--- src/inc/alu_exec_defs.svh ---
/*
 * Offsets, field positions, opcodes and reset values of the file-operand execute stage.
 * Assumes it is included by bare name and is the only source of these constants.
 */
`ifndef ALU_EXEC_DEFS_SVH
`define ALU_EXEC_DEFS_SVH

`define ADDR_INSTR 8'h00
`define ADDR_ACCUM 8'h04
`define ADDR_STATUS 8'h08

`define INSTR_RST 14'h0000
`define ACCUM_RST 8'h00
`define FILE_ADDR_RST 7'h00
`define FILE_DATA_RST 8'h00

`define GRP_MSB 13
`define GRP_LSB 12
`define OPC_MSB 11
`define OPC_LSB 8
`define BITOP_MSB 11
`define BITOP_LSB 10
`define BIDX_MSB 9
`define BIDX_LSB 7
`define DEST_BIT 7
`define FADDR_MSB 6
`define INSTR_MSB 13

`define GRP_BYTE 2'h0
`define GRP_BIT 2'h1
`define OPC_ADD 4'h7
`define OPC_AND 4'h5
`define BITOP_CLR 2'h0
`define BITOP_SET 2'h1
`define DEST_ACCUM 1'h0

`define ST_CARRY 0
`define ST_HALF 1
`define ST_ZERO 2
`define ST_BUSY 8
`define ST_BAD 9

`endif

--- src/inc/alu_exec_pkg.sv ---
/*
 * Types shared by the execute stage: state enum, status flags, file port request.
 * Assumes nothing beyond a SystemVerilog compiler; no constants live here.
 */
package alu_exec_pkg;

	typedef enum logic [0:0] {st_idle, st_exec} exec_state_t;

	typedef struct packed {
		logic zero;
		logic half_carry;
		logic carry;
	} flags_t;

	typedef struct packed {
		logic [6:0] addr;
		logic [7:0] wdata;
		logic we;
	} file_port_t;

endpackage

--- src/alu_exec.sv ---
/*
 * Execute stage for add/and of accumulator with a file register and bit clear/set of a
 * file register, with an APB slave for the instruction, accumulator and status words.
 * Assumes the file storage answers file_rdata combinationally for the address shown on
 * file_port.addr, and that file_is_port / file_pin_data are decoded for that same address.
 */
// Register access over APB and the register offsets were chosen for this implementation.
`timescale 1ns/1ps
`include "alu_exec_defs.svh"

// Notes on behaviour
// - opcode 00 0111: accumulator plus file, update carry, half_carry_flag and zero
// - opcode 00 0101: accumulator AND file, update only zero flag
// - destination bit 0: result goes to accumulator, file untouched
// - destination bit 1: result written back to file, accumulator untouched
// - opcode 01 00bb: clear_file_bit forces selected file bit to zero, no flags
// - opcode 01 01bb: set_file_bit forces selected file bit to one, no flags
// - an I/O port operand is taken from pin levels, not the output latch
module alu_exec
(
	input wire logic pclk, // bus and core clock
	input wire logic presetn, // asynchronous reset, active low
	input wire logic psel, // apb select
	input wire logic penable, // apb access phase
	input wire logic pwrite, // apb direction, high for write
	input wire logic [7:0] paddr, // apb byte address
	input wire logic [31:0] pwdata, // apb write data
	output logic [31:0] prdata, // apb read data
	output logic pready, // apb ready
	output logic pslverr, // apb error on unmapped address
	output alu_exec_pkg::file_port_t file_port, // file address, write data, write pulse
	input wire logic [7:0] file_rdata, // file register latch contents
	input wire logic file_is_port, // addressed file is an i/o port
	input wire logic [7:0] file_pin_data, // pin levels of the addressed port
	output logic [7:0] accum, // working accumulator
	output alu_exec_pkg::flags_t flags, // zero, half carry, carry
	output logic busy // instruction in execution
);

	logic [13:0] instr_q, instr_d;
	logic [7:0] accum_q, accum_d;
	alu_exec_pkg::flags_t flags_q, flags_d;
	alu_exec_pkg::file_port_t file_q, file_d;
	alu_exec_pkg::exec_state_t state_q, state_d;
	logic bad_q, bad_d;
	logic [31:0] prdata_q, prdata_d;
	logic pready_q, pready_d;
	logic pslverr_q, pslverr_d;
	logic busy_q, busy_d;

	logic access;
	logic done;
	logic hit_instr;
	logic hit_accum;
	logic hit_status;
	logic unmapped;
	logic [31:0] rd_word;
	logic [7:0] operand;
	logic [8:0] sum;
	logic [4:0] nib_sum;
	logic [7:0] and_res;
	logic [7:0] bit_mask;
	logic [1:0] grp;
	logic [3:0] opc;
	logic [1:0] bitop;
	logic dest_file;
	logic issue;
	logic bad_set;

	logic first_access;
	logic rd_capture;
	logic wr_instr;
	logic wr_accum;
	logic wr_status;
	logic is_add;
	logic is_and;
	logic is_clr;
	logic is_set;
	logic [7:0] clr_res;
	logic [7:0] set_res;

	assign prdata = prdata_q;
	assign pready = pready_q;
	assign pslverr = pslverr_q;
	assign file_port = file_q;
	assign accum = accum_q;
	assign flags = flags_q;
	assign busy = busy_q;

	// apb decode; registered pready gives one wait state on every transfer
	always_comb
	begin
		access = psel & penable;
		done = access & pready_q;
		hit_instr = (paddr == `ADDR_INSTR);
		hit_accum = (paddr == `ADDR_ACCUM);
		hit_status = (paddr == `ADDR_STATUS);
		// unaligned and unmapped offsets alike answer with pslverr and change nothing
		unmapped = ~(hit_instr | hit_accum | hit_status);
		rd_word = 32'h0000_0000;
		if (hit_instr)
		begin
			rd_word[`INSTR_MSB:0] = instr_q;
		end
		else if (hit_accum)
		begin
			rd_word[7:0] = accum_q;
		end
		else if (hit_status)
		begin
			rd_word[`ST_CARRY] = flags_q.carry;
			rd_word[`ST_HALF] = flags_q.half_carry;
			rd_word[`ST_ZERO] = flags_q.zero;
			rd_word[`ST_BUSY] = (state_q == alu_exec_pkg::st_exec);
			rd_word[`ST_BAD] = bad_q;
		end
		// the first access cycle raises pready; the edge after it completes the transfer
		first_access = access & ~pready_q;
		rd_capture = first_access & ~pwrite;
		wr_instr = done & pwrite & hit_instr;
		wr_accum = done & pwrite & hit_accum;
		wr_status = done & pwrite & hit_status;
		pready_d = first_access;
		pslverr_d = first_access & unmapped;
		// read data holds between reads, so a slow sampler still sees the last word
		prdata_d = prdata_q;
		if (rd_capture)
		begin
			prdata_d = rd_word;
		end
	end

	always_ff @(posedge pclk or negedge presetn)
	begin
		if (!presetn)
		begin
			prdata_q <= 32'h0000_0000;
			pready_q <= 1'b0;
			pslverr_q <= 1'b0;
		end
		else
		begin
			prdata_q <= prdata_d;
			pready_q <= pready_d;
			pslverr_q <= pslverr_d;
		end
	end

	// instruction field split and datapath
	always_comb
	begin
		grp = instr_q[`GRP_MSB:`GRP_LSB];
		opc = instr_q[`OPC_MSB:`OPC_LSB];
		bitop = instr_q[`BITOP_MSB:`BITOP_LSB];
		dest_file = instr_q[`DEST_BIT];
		// a port modified from itself reads the pins, so input pins lose latched ones
		operand = file_is_port ? file_pin_data : file_rdata;
		sum = {1'b0, accum_q} + {1'b0, operand};
		// half carry is the carry out of the low nibble
		nib_sum = {1'b0, accum_q[3:0]} + {1'b0, operand[3:0]};
		and_res = accum_q & operand;
		// index low bit shares bit 7 with the destination select of the byte group
		bit_mask = 8'h01 << instr_q[`BIDX_MSB:`BIDX_LSB];
		clr_res = operand & ~bit_mask;
		set_res = operand | bit_mask;
		// anything not decoded here falls to the unsupported branch
		is_add = (grp == `GRP_BYTE) && (opc == `OPC_ADD);
		is_and = (grp == `GRP_BYTE) && (opc == `OPC_AND);
		is_clr = (grp == `GRP_BIT) && (bitop == `BITOP_CLR);
		is_set = (grp == `GRP_BIT) && (bitop == `BITOP_SET);
	end

	// execution control: a write to the instruction word issues it, next cycle completes it
	always_comb
	begin
		instr_d = instr_q;
		accum_d = accum_q;
		flags_d = flags_q;
		state_d = state_q;
		bad_d = bad_q;
		bad_set = 1'b0;
		file_d = file_q;
		file_d.we = 1'b0;
		issue = wr_instr;

		if (wr_accum)
		begin
			accum_d = pwdata[7:0];
		end
		// the execute edge and a status write never meet: the next transfer completes
		// three edges after the issuing one at the earliest
		if (wr_status)
		begin
			flags_d.carry = pwdata[`ST_CARRY];
			flags_d.half_carry = pwdata[`ST_HALF];
			flags_d.zero = pwdata[`ST_ZERO];
			if (pwdata[`ST_BAD])
			begin
				bad_d = 1'b0;
			end
		end

		case (state_q)
			// an instruction written while busy would be dropped; bus spacing rules it out
			alu_exec_pkg::st_idle:
			begin
				if (issue)
				begin
					instr_d = pwdata[`INSTR_MSB:0];
					file_d.addr = pwdata[`FADDR_MSB:0];
					state_d = alu_exec_pkg::st_exec;
				end
			end
			alu_exec_pkg::st_exec:
			begin
				// single cycle in this state completes the instruction
				state_d = alu_exec_pkg::st_idle;
				if (is_add)
				begin
					flags_d.carry = sum[8];
					flags_d.half_carry = nib_sum[4];
					flags_d.zero = (sum[7:0] == 8'h00);
					if (dest_file == `DEST_ACCUM)
					begin
						accum_d = sum[7:0];
					end
					else
					begin
						file_d.wdata = sum[7:0];
						file_d.we = 1'b1;
					end
				end
				else if (is_and)
				begin
					flags_d.zero = (and_res == 8'h00);
					if (dest_file == `DEST_ACCUM)
					begin
						accum_d = and_res;
					end
					else
					begin
						file_d.wdata = and_res;
						file_d.we = 1'b1;
					end
				end
				else if (is_clr)
				begin
					file_d.wdata = clr_res;
					file_d.we = 1'b1;
				end
				else if (is_set)
				begin
					file_d.wdata = set_res;
					file_d.we = 1'b1;
				end
				else
				begin
					// other opcodes belong to other units; flag it and leave state alone
					bad_set = 1'b1;
				end
			end
			default:
			begin
				state_d = alu_exec_pkg::st_idle;
			end
		endcase
		// hardware set beats a software clear in the same cycle
		if (bad_set)
		begin
			bad_d = 1'b1;
		end

		// registered so that busy leaves the block straight from a flop
		busy_d = (state_d == alu_exec_pkg::st_exec);
	end

	always_ff @(posedge pclk or negedge presetn)
	begin
		if (!presetn)
		begin
			instr_q <= `INSTR_RST;
			accum_q <= `ACCUM_RST;
			flags_q <= '0;
			state_q <= alu_exec_pkg::st_idle;
			bad_q <= 1'b0;
			busy_q <= 1'b0;
			file_q.addr <= `FILE_ADDR_RST;
			file_q.wdata <= `FILE_DATA_RST;
			file_q.we <= 1'b0;
		end
		else
		begin
			instr_q <= instr_d;
			accum_q <= accum_d;
			flags_q <= flags_d;
			state_q <= state_d;
			bad_q <= bad_d;
			busy_q <= busy_d;
			file_q <= file_d;
		end
	end

endmodule

--- config.mk ---
export PLATFORM = sky130hd
export DESIGN_NAME = alu_exec
export DESIGN_NICKNAME = d
export VERILOG_FILES = /design/src/inc/alu_exec_pkg.sv /design/src/alu_exec.sv
export VERILOG_INCLUDE_DIRS = /design/src /design/src/inc
export SDC_FILE = /design/constraint.sdc
export NUM_CORES = 1
export LEC_CHECK = 0
export ABC_AREA = 1
export BUFFER_PORTS_ARGS = -buffer_cell sky130_fd_sc_hd__buf_4
export CAP_MARGIN = 20
export CORE_MARGIN = 2
export CORE_UTILIZATION = 46
export DETAILED_ROUTE_END_ITERATION = 12
export GPL_TIMING_DRIVEN = 0
export PLACE_DENSITY = 0.78
export SLEW_MARGIN = 25
export SYNTH_ARGS = -nofsm -noshare
export SYNTH_HDL_FRONTEND = slang
export SYNTH_SLANG_ARGS = --single-unit
--- constraint.sdc ---
create_clock -name pclk -period 1.7 [get_ports pclk]
set_input_delay 0.17 -clock pclk [delete_from_list [all_inputs] [get_ports pclk]]
set_output_delay 0.17 -clock pclk [all_outputs]
set_load 0.1 [all_outputs]
==> results of run 1 <==
## what timing repair did
| item | CTS | global route |
|---|---|---|
| resized for setup | 23 | 40 |
| hold endpoints to repair | 52 | 0 |
| hold buffers | 1 | 0 |
| buffers inserted | 4 | 12 |
| setup endpoints to repair | 15 | 25 |
| gates cloned | 0 | 0 |
| pin swaps | 5 | 16 |
## path summary, 6_finish.rpt
kind	from	to	slack [ns]
max	accum[0]	flags[2]	-0.23
min	pwdata[11]	instr_q[11]	0.06
max reg2reg	accum[0]	flags[2]	-0.23
min reg2reg	prdata[10]	prdata[10]	0.50
max in group asynchronous	presetn	accum[0]	0.75
min in group asynchronous	presetn	prdata[13]	0.42
## per-layer routing
metal | global-route usage (%) | vias to the layer above | share of wire [%]
met3 | 3.76 | 19 | 5.9
met4 | 8.84 | 0 | 2.4
li1 | - | 1743 | -
met2 | 43.1 | 123 | 49
met5 | 0 | - | 0
met1 | 30.8 | 1635 | 42
## final cells by class
cell class | count | area, sq um
inverter | 73 | 274
sequential | 52 | 1340
clock inverter | 3 | 46.3
multi-input combinational | 333 | 1960
clock buffer | 5 | 68.8
buffer | 34 | 249
timing repair buffer | 104 | 787
tap | 99 | 124
fill | 639 | 2440
## cell usage after synthesis (all sizes together), types with 9 or more instances
library cell and n:
ha 9, o21ai 50, buf 33, o211ai 19, nor2 33, dfrtp 52
nand2 142, nand3 28, inv 72, a21oi 12
## stage by stage
stage / setup WS (ns) / power (mW) / TNS (ns) / hold slack [ns] / utilization, %
after global routing: -0.377 / 3.01 / -2.07 / 0.0698 / 66.5
after CTS: -0.199 / 2.88 / -0.804 / 0.0657 / 63.5
after detailed placement: -0.741 / 1.97 / -7.52 / 0.252 / 60.5
final: -0.234 / 2.91 / -1.05 / 0.0617 / 66.5
after floorplan: -0.239 / 1.79 / -1.09 / -0.126 / -
after global placement: -0.706 / 1.96 / -7.06 / 0.251 / 60.5
## worst reg2reg max path, stage by stage, from the launching register on
cell and delay [ns]:
dfrtp_4 0.50, ha_4 0.17, fa_2 0.36, nand2_2 0.07, nand2_2 0.08, nand3_2 0.11, nand2_2 0.07, nand2_2 0.09
nand2_4 0.06, nor2_1 0.10, nand2_1 0.06, nand2_1 0.07, nand2_1 0.06, nand2_1 0.07
## power breakdown
| part | leakage (nW) | internal [mW] | switching (mW) |
|---|---|---|---|
| Sequential | 0.637 | 1.26 | 0.0137 |
| Clock | 0.0548 | 0.445 | 0.460 |
| Combinational | 1.80 | 0.210 | 0.521 |
## logic make-up (layout without fill, tap and decap cells)
kind of cell	after synthesis	in the layout
simple gates	214	214
buf+inv	107	219
compound gates	91	91
flops	52	52
fa+ha+maj	10	10
other cells	1	18
## flip-flops by register name, indices dropped and copies added, names as in the netlist
register   count
instr_q       14
prdata        14
file_port      9
accum          8
flags          3
bad_q          1
busy           1
pready         1
pslverr        1
==> flow_summary.toml, run 1 <==
[worst_setup_path]
slowest_delay_ns = 0.50
endpoint_kind = "flop"
crit_slowest_cell = "dfrtp_4"
cp_top_family = "simple AND/OR/NAND/NOR gates"
crit_buf_inv = 0
cp.depth = 13
path_class = "flop to flop"
crit_required_ns = 1.95
critPathLaunchType = "flop"
reg2reg_depth = 13
crit_chain = "ha_4 > fa_2 > nand2_2 > nand2_2 > nand3_2 > nand2_2 > nand2_2 > nand2_4 > nor2_1 > nand2_1 > nand2_1 > nand2_1 > nand2_1"
worstPathMaxFanout = 3
arrival_ns = 2.18

[placed_design]
place_inst = 678
port-buffer-count = 87
dpl-instance-area_sq_um = 4410
gp_congestion = 0.919
hpwl_um = 7530

[timing]
final_max_slew_viol_count = 0
setup_violations = 6
post-route-min-period_ns = 1.93
fin_crit_sh_pct = 114
fmax_mhz = 517
finalHoldViolCount = 0
rsz0062_at_grt = "true"
fin_ws_ns = -0.234
tightest_slew_ns = 0.679
slew_headroom_pct = 54.7
fin_skew_ns = 0.0119

[synth]
synthArstFlopShare_pct = 100
synth-xor-area-share_pct = 0
synth.ff_latch_count = 52
yosys.area.top_type = "dfrtp_1"
muxShareOfSynthArea_pct = 0
yosys_warnings = 0
synth_ff_type = "dfrtp_1"
synthSimpleGateAreaFrac_pct = 28.4
synth_edf_count = 0
ys_seq_area_share_pct = 37.5
netlist_area_sq_um = 3470
postSynthAreaPerCell_sq_um = 7.31
yosys.area_share.adder_pct = 3.82
synth_compound_area_share_pct = 15.2
yosysTopAreaCellShare_pct = 37.5
synth_area_leaders = "dfrtp_1 (37%), nand2_1 (15%), buf_4 (6.1%)"
synth_top_family_by_area = "simple AND/OR/NAND/NOR gates"
ys_types = 37
syn_inst = 475

[clocking]
cts_root_buf = "clkbuf_8"
clk_latency_ns = 0.32
htree_num_levels = 2
clk_pin_slew_ns = 0.11
clock_sinks = 52
clock_path_buffers = 2
cts_inserted_buffers = 5
cts_tree = "yes"

[routing]
via_per_inst = 5.01
drtAntennaViolNets = 0
via_count = 3520
dr.pass1.iters = 4
drt-initial-drc-count = 192
drc = 0
wire_per_inst_um = 14.3
drt-total-wl_um = 10000

[floorplan]
pin_count = 124
core-area_sq_um = 7290
num_rows = 31
die_w_um = 90.9
start_util_pct = 47.6
die_y_um = 90.9
die_area_sq_um = 8260

[worst_hold_path]
hp-class = "input port to flop"
holdPathStages = 3

[layout]
stdcell_count = 703
fin_area_sq_um = 4850
drive_gt1_share_pct = 40.2
diodes = 0
area_growth_pct = 39.7
most-common-layout-cells = "buf_4 (131), nand2_1 (119), inv_1 (52)"
nets = 675
final_common_cell = "buf_4"

[pwr]
ir_drop_uv = 365
p_leak_nw = 2.49
power_density_nw_per_um2 = 600

[grt]
grt_pass1_wl_um = 16500
grt_max_degree = 53
antenna_found_initial = 0
grt_usage_pct = 24.6
grt-ovfl-total = 0
grt_pass1_vias = 3480

[flow_run]
cap_violations = 0

[outcome]
failed_checks = "setup timing"
status = "finished with violations"
Power figures use the tool's default switching activity.
==> inputs of run 2 (changes only) <==
==> constraint.sdc (replaced) <==
create_clock -name pclk -period 1.7 [get_ports pclk]
set_input_delay 0.085 -clock pclk [delete_from_list [all_inputs] [get_ports pclk]]
set_output_delay 0.085 -clock pclk [all_outputs]
set_load 0.1 [all_outputs]
==> run 2 against run 1 <==
The flow finishes with violations (hold timing, setup timing). Global-route usage barely moved. Largest cell class unchanged. Clock skew fell by 0.0016 ns. Fmax rose by 0.38%. Clock power rose by 0.9%. Die area did not move. Routed wire length rose by 1.1%. Cell count rose by 0.43%. Sequential share of layout area fell by 0.71 points. Sequential power barely moved. Setup slack improved by 0.0073 ns. Critical path depth did not move. Flip-flop and latch count did not move.
==> flow_summary.toml, run 2 (synthesis gave the netlist of run 1 again) <==
[outcome]
status = "finished with violations"
failed_checks = "hold timing, setup timing"

[floorplan]
die_y_um = 90.9
num_rows = 31
die_area_sq_um = 8260
core-area_sq_um = 7290
start_util_pct = 47.6
die_w_um = 90.9
pin_count = 124

[grt]
antenna_found_initial = 0
grt_max_degree = 53
grt_pass1_wl_um = 16500
grt_usage_pct = 24.6
grt-ovfl-total = 0
grt_pass1_vias = 3473

[routing]
via_count = 3560
wire_per_inst_um = 14.4
drt-initial-drc-count = 184
dr.pass1.iters = 4
drt-total-wl_um = 10200
via_per_inst = 5.04
drc = 0
drtAntennaViolNets = 0

[timing]
post-route-min-period_ns = 1.93
finalHoldViolCount = 1
tightest_slew_ns = 0.668
holdWs_ns = -0.000130
rsz0062_at_grt = "true"
fin_ws_ns = -0.227
fmax_mhz = 519
final_max_slew_viol_count = 0
fin_skew_ns = 0.0103
slew_headroom_pct = 55.4
fin_crit_sh_pct = 113
tns_ns = -1.05
setup_violations = 8

[placed_design]
place_inst = 678
gp_congestion = 0.919
hpwl_um = 7530
dpl-instance-area_sq_um = 4410
port-buffer-count = 87

[pwr]
internal-power_mw = 1.93
clkPwrFrac_pct = 31.0
seq_power_share_pct = 43.3
power_density_nw_per_um2 = 591
p_switching_mw = 1.01
ir_drop_uv = 369
netSwitchingFraction_pct = 34.5
p_leak_nw = 2.54
combPwrFrac_pct = 25.7

[clocking]
clk_latency_ns = 0.32
htree_num_levels = 2
clock_path_buffers = 2
cts_inserted_buffers = 5
clk_pin_slew_ns = 0.11
cts_tree = "yes"
cts_root_buf = "clkbuf_8"
clock_sinks = 52

[layout]
most-common-layout-cells = "buf_4 (128), nand2_1 (113), inv_1 (51)"
final_common_cell = "buf_4"
diodes = 0
nets = 678
stdcell_count = 706
fin_area_sq_um = 4980
drive_gt1_share_pct = 41.8
area_growth_pct = 43.4
post-route-util_pct = 68.2

[worst_setup_path]
endpoint_kind = "flop"
path_class = "flop to flop"
worstPathMaxFanout = 3
critPathLaunchType = "flop"
rrSetupSlack_ns = -0.23
arrival_ns = 2.18
crit_required_ns = 1.96

[worst_hold_path]
hp-class = "input port to flop"

[flow_run]
cap_violations = 0
[run 2: worst max-delay path, stage by stage, from the launching register on]
cell and delay (ns):
dfrtp_4 0.50, ha_4 0.17, fa_2 0.36, nand2_2 0.07
nand2_2 0.07, nand3_2 0.11, nand2_2 0.07, nand2_2 0.09
nand2_4 0.07, nor2_1 0.10, nand2_1 0.06, nand2_1 0.07
nand2_1 0.07, nand2_1 0.07
[run 2: metal layers]
metal,share of wire [%],up-vias,global-route usage (%)
li1,-,1756,-
met1,42,1661,30.9
met2,49,115,43.1
met3,5.4,28,3.67
met4,3.1,0,8.71
met5,0,-,0
[run 2: final cells by class]
cell class	instances	area [sq um]
buffer	34	249
multi-input combinational	333	2050
sequential	52	1340
clock inverter	3	46.3
clock buffer	5	68.8
fill	625	2320
inverter	73	274
timing repair buffer	107	828
tap	99	124
[run 2: metrics by stage]
step,power [mW],setup WS [ns]
global placement,1.96,-0.621
CTS,2.88,-0.199
detailed placement,1.97,-0.656
finish,2.94,-0.227
global route,3.04,-0.343
floorplan,1.79,-0.239
[run 2: power groups by stage]
| stage | registers, mW | logic, mW | clock network [mW] |
|---|---|---|---|
| final | 1.27 | 0.755 | 0.912 |
| after global routing | 1.27 | 0.801 | 0.961 |
| after CTS | 1.27 | 0.692 | 0.915 |
| after detailed placement | 1.30 | 0.673 | 0 |
| after global placement | 1.30 | 0.668 | 0 |
| after floorplan | 1.43 | 0.357 | 0 |
[run 2: what timing repair did]
action	4_1_cts	5_1_grt
setup buffers	4	12
resized for setup	17	66
pin swaps	5	23
hold buffers	4	0
endpoints found under the hold margin	55	0
setup endpoints to repair	11	25
[run 2: path summary, 6_finish.rpt]
kind / endpoint / depth (start not counted) / from
max in group asynchronous: accum[0] / 2 / presetn
worst min-delay path: instr_q[9] / 3 / pwdata[9]
worst min register to register: file_port[2] / 2 / file_port[2]
worst max-delay path: flags[2] / 13 / accum[0]
min in group asynchronous: prdata[7] / 2 / presetn
worst max register to register: flags[2] / 13 / accum[0]
==> inputs of run 3 (changes only) <==
--- a/config.mk
+++ b/config.mk
@@ -14,6 +14,7 @@
 export DETAILED_ROUTE_END_ITERATION = 12
 export GPL_TIMING_DRIVEN = 0
 export PLACE_DENSITY = 0.78
+export SKIP_LAST_GASP = 1
 export SLEW_MARGIN = 25
 export SYNTH_ARGS = -nofsm -noshare
 export SYNTH_HDL_FRONTEND = slang
==> run 3 against run 2 <==
The flow finishes with violations (setup timing). First-iteration DRC count up 22%. Routed wire length about the same. Clock skew up 0.0042 ns. Via count down 0.90%. Critical path depth unchanged. Setup slack about the same. Critical endpoint unchanged.
==> flow_summary.toml, run 3 (synthesis gave the netlist of run 1 again) <==
[floorplan]
die_w_um = 90.9
die_area_sq_um = 8260
die_y_um = 90.9
core-area_sq_um = 7290
num_rows = 31
pin_count = 124
start_util_pct = 47.6

[timing]
rsz0062_at_grt = "true"
fin_crit_sh_pct = 113
setup_violations = 8
slew_headroom_pct = 55.5
fin_ws_ns = -0.227
finalHoldViolCount = 0
tightest_slew_ns = 0.668
fmax_mhz = 519
fin_skew_ns = 0.0145
final_max_slew_viol_count = 0
post-route-min-period_ns = 1.93

[layout]
area_growth_pct = 43.4
post-route-util_pct = 68.2
nFillCells = 625
most-common-layout-cells = "buf_4 (128), nand2_1 (113), inv_1 (51)"
stdcell_count = 706
fin_area_sq_um = 4980
final_common_cell = "buf_4"
diodes = 0
drive_gt1_share_pct = 41.8
ff_latch_area_sq_um = 1340
nets = 678
multi_input_area_sq_um = 2050

[worst_setup_path]
crit_required_ns = 1.95
cp_top_family = "simple AND/OR/NAND/NOR gates"
path_class = "flop to flop"
reg2reg_depth = 13
arrival_ns = 2.18
crit_buf_inv = 0
cp.depth = 13
endpoint_kind = "flop"
crit_slowest_cell = "dfrtp_4"
slowest_delay_ns = 0.50
worstPathMaxFanout = 3
critPathLaunchType = "flop"
crit_chain = "ha_4 > fa_2 > nand2_2 > nand2_2 > nand3_2 > nand2_2 > nand2_2 > nand2_4 > nor2_1 > nand2_1 > nand2_1 > nand2_1 > nand2_1"

[routing]
drt-initial-drc-count = 225
via_count = 3528
drt-total-wl_um = 10200
drtAntennaViolNets = 0
drc = 0
wire_per_inst_um = 14.4
dr.pass1.iters = 4
via_per_inst = 5.00

[clocking]
clock_sinks = 52
clock_path_buffers = 2
cts_inserted_buffers = 5
clk_pin_slew_ns = 0.11
htree_num_levels = 2
cts_tree = "yes"
clk_latency_ns = 0.32
cts_root_buf = "clkbuf_8"

[grt]
grt_pass1_vias = 3466
grt_pass1_wl_um = 16500
grt_max_degree = 53
grt_usage_pct = 24.6
antenna_found_initial = 0
grt-ovfl-total = 0

[placed_design]
dpl-instance-area_sq_um = 4410
gp_congestion = 0.919
hpwl_um = 7530
pre_cts_ws_ns = -0.656
port-buffer-count = 87
place_inst = 678

[worst_hold_path]
hp-class = "input port to flop"
holdPathStages = 3

[outcome]
status = "finished with violations"
failed_checks = "setup timing"

[pwr]
ir_drop_uv = 369
p_leak_nw = 2.54
power_density_nw_per_um2 = 591

[flow_run]
cap_violations = 0
[run 3: changes by cell type in the layout (fill, tap and decap cells not counted)]
cell     delta
o21ai_0     +1
o21ai_1     -1
[run 3: worst paths after layout]
path / start / end / slack [ns]
setup / recovery: accum[0] / flags[2] / -0.23
min in group asynchronous: presetn / prdata[7] / 0.32
hold / removal: pwdata[8] / instr_q[8] / 0.0002
max in group asynchronous: presetn / accum[0] / 0.85
setup reg to reg: accum[0] / flags[2] / -0.23
hold reg to reg: file_port[2] / file_port[2] / 0.50
[run 3: per-stage QoR]
step	hold slack [ns]	power, mW	TNS (ns)
after CTS	0.00283	2.88	-0.809
final	0.000160	2.94	-1.05
after global placement	0.166	1.96	-5.62
after floorplan	-0.211	1.79	-1.09
after detailed placement	0.167	1.97	-6.07
after global routing	0.0103	3.04	-2.47
[run 3: tightest hold or removal path, cell delays in order]
cell,delay (ns)
buf_4,0.08
nand2_1,0.05
o21ai_1,0.08
[run 3: area by class of cell]
cell class,count,share of cell area [%]
plain buffers,34,5.00
clock buffers,5,1.38
clock inverters,3,0.930
inverters,73,5.51
multi-input cells,333,41.2
flip-flops and latches,52,26.9
well taps,99,2.49
repair buffers,107,16.6
[run 3: power breakdown]
group	total (mW)	internal (mW)	switching, mW
registers	1.27	1.26	0.0137
logic	0.756	0.224	0.532
clock network	0.912	0.445	0.468
total	2.94	1.93	1.01
[run 3: what timing repair did]
action                                  4_1_cts  5_1_grt
resized for setup                            16       66
pin swaps                                     5       24
hold buffers                                  4        0
endpoints found under the setup margin       11       25
buffers inserted                              4       12
endpoints found under the hold margin        55        0
[run 3: layer usage]
layer	vias up	part of all wire (%)	track usage (%)
met5	-	0	0
met4	0	3.0	8.71
met3	24	5.7	3.67
met2	123	49	42.9
met1	1631	42	31.1
li1	1750	-	-
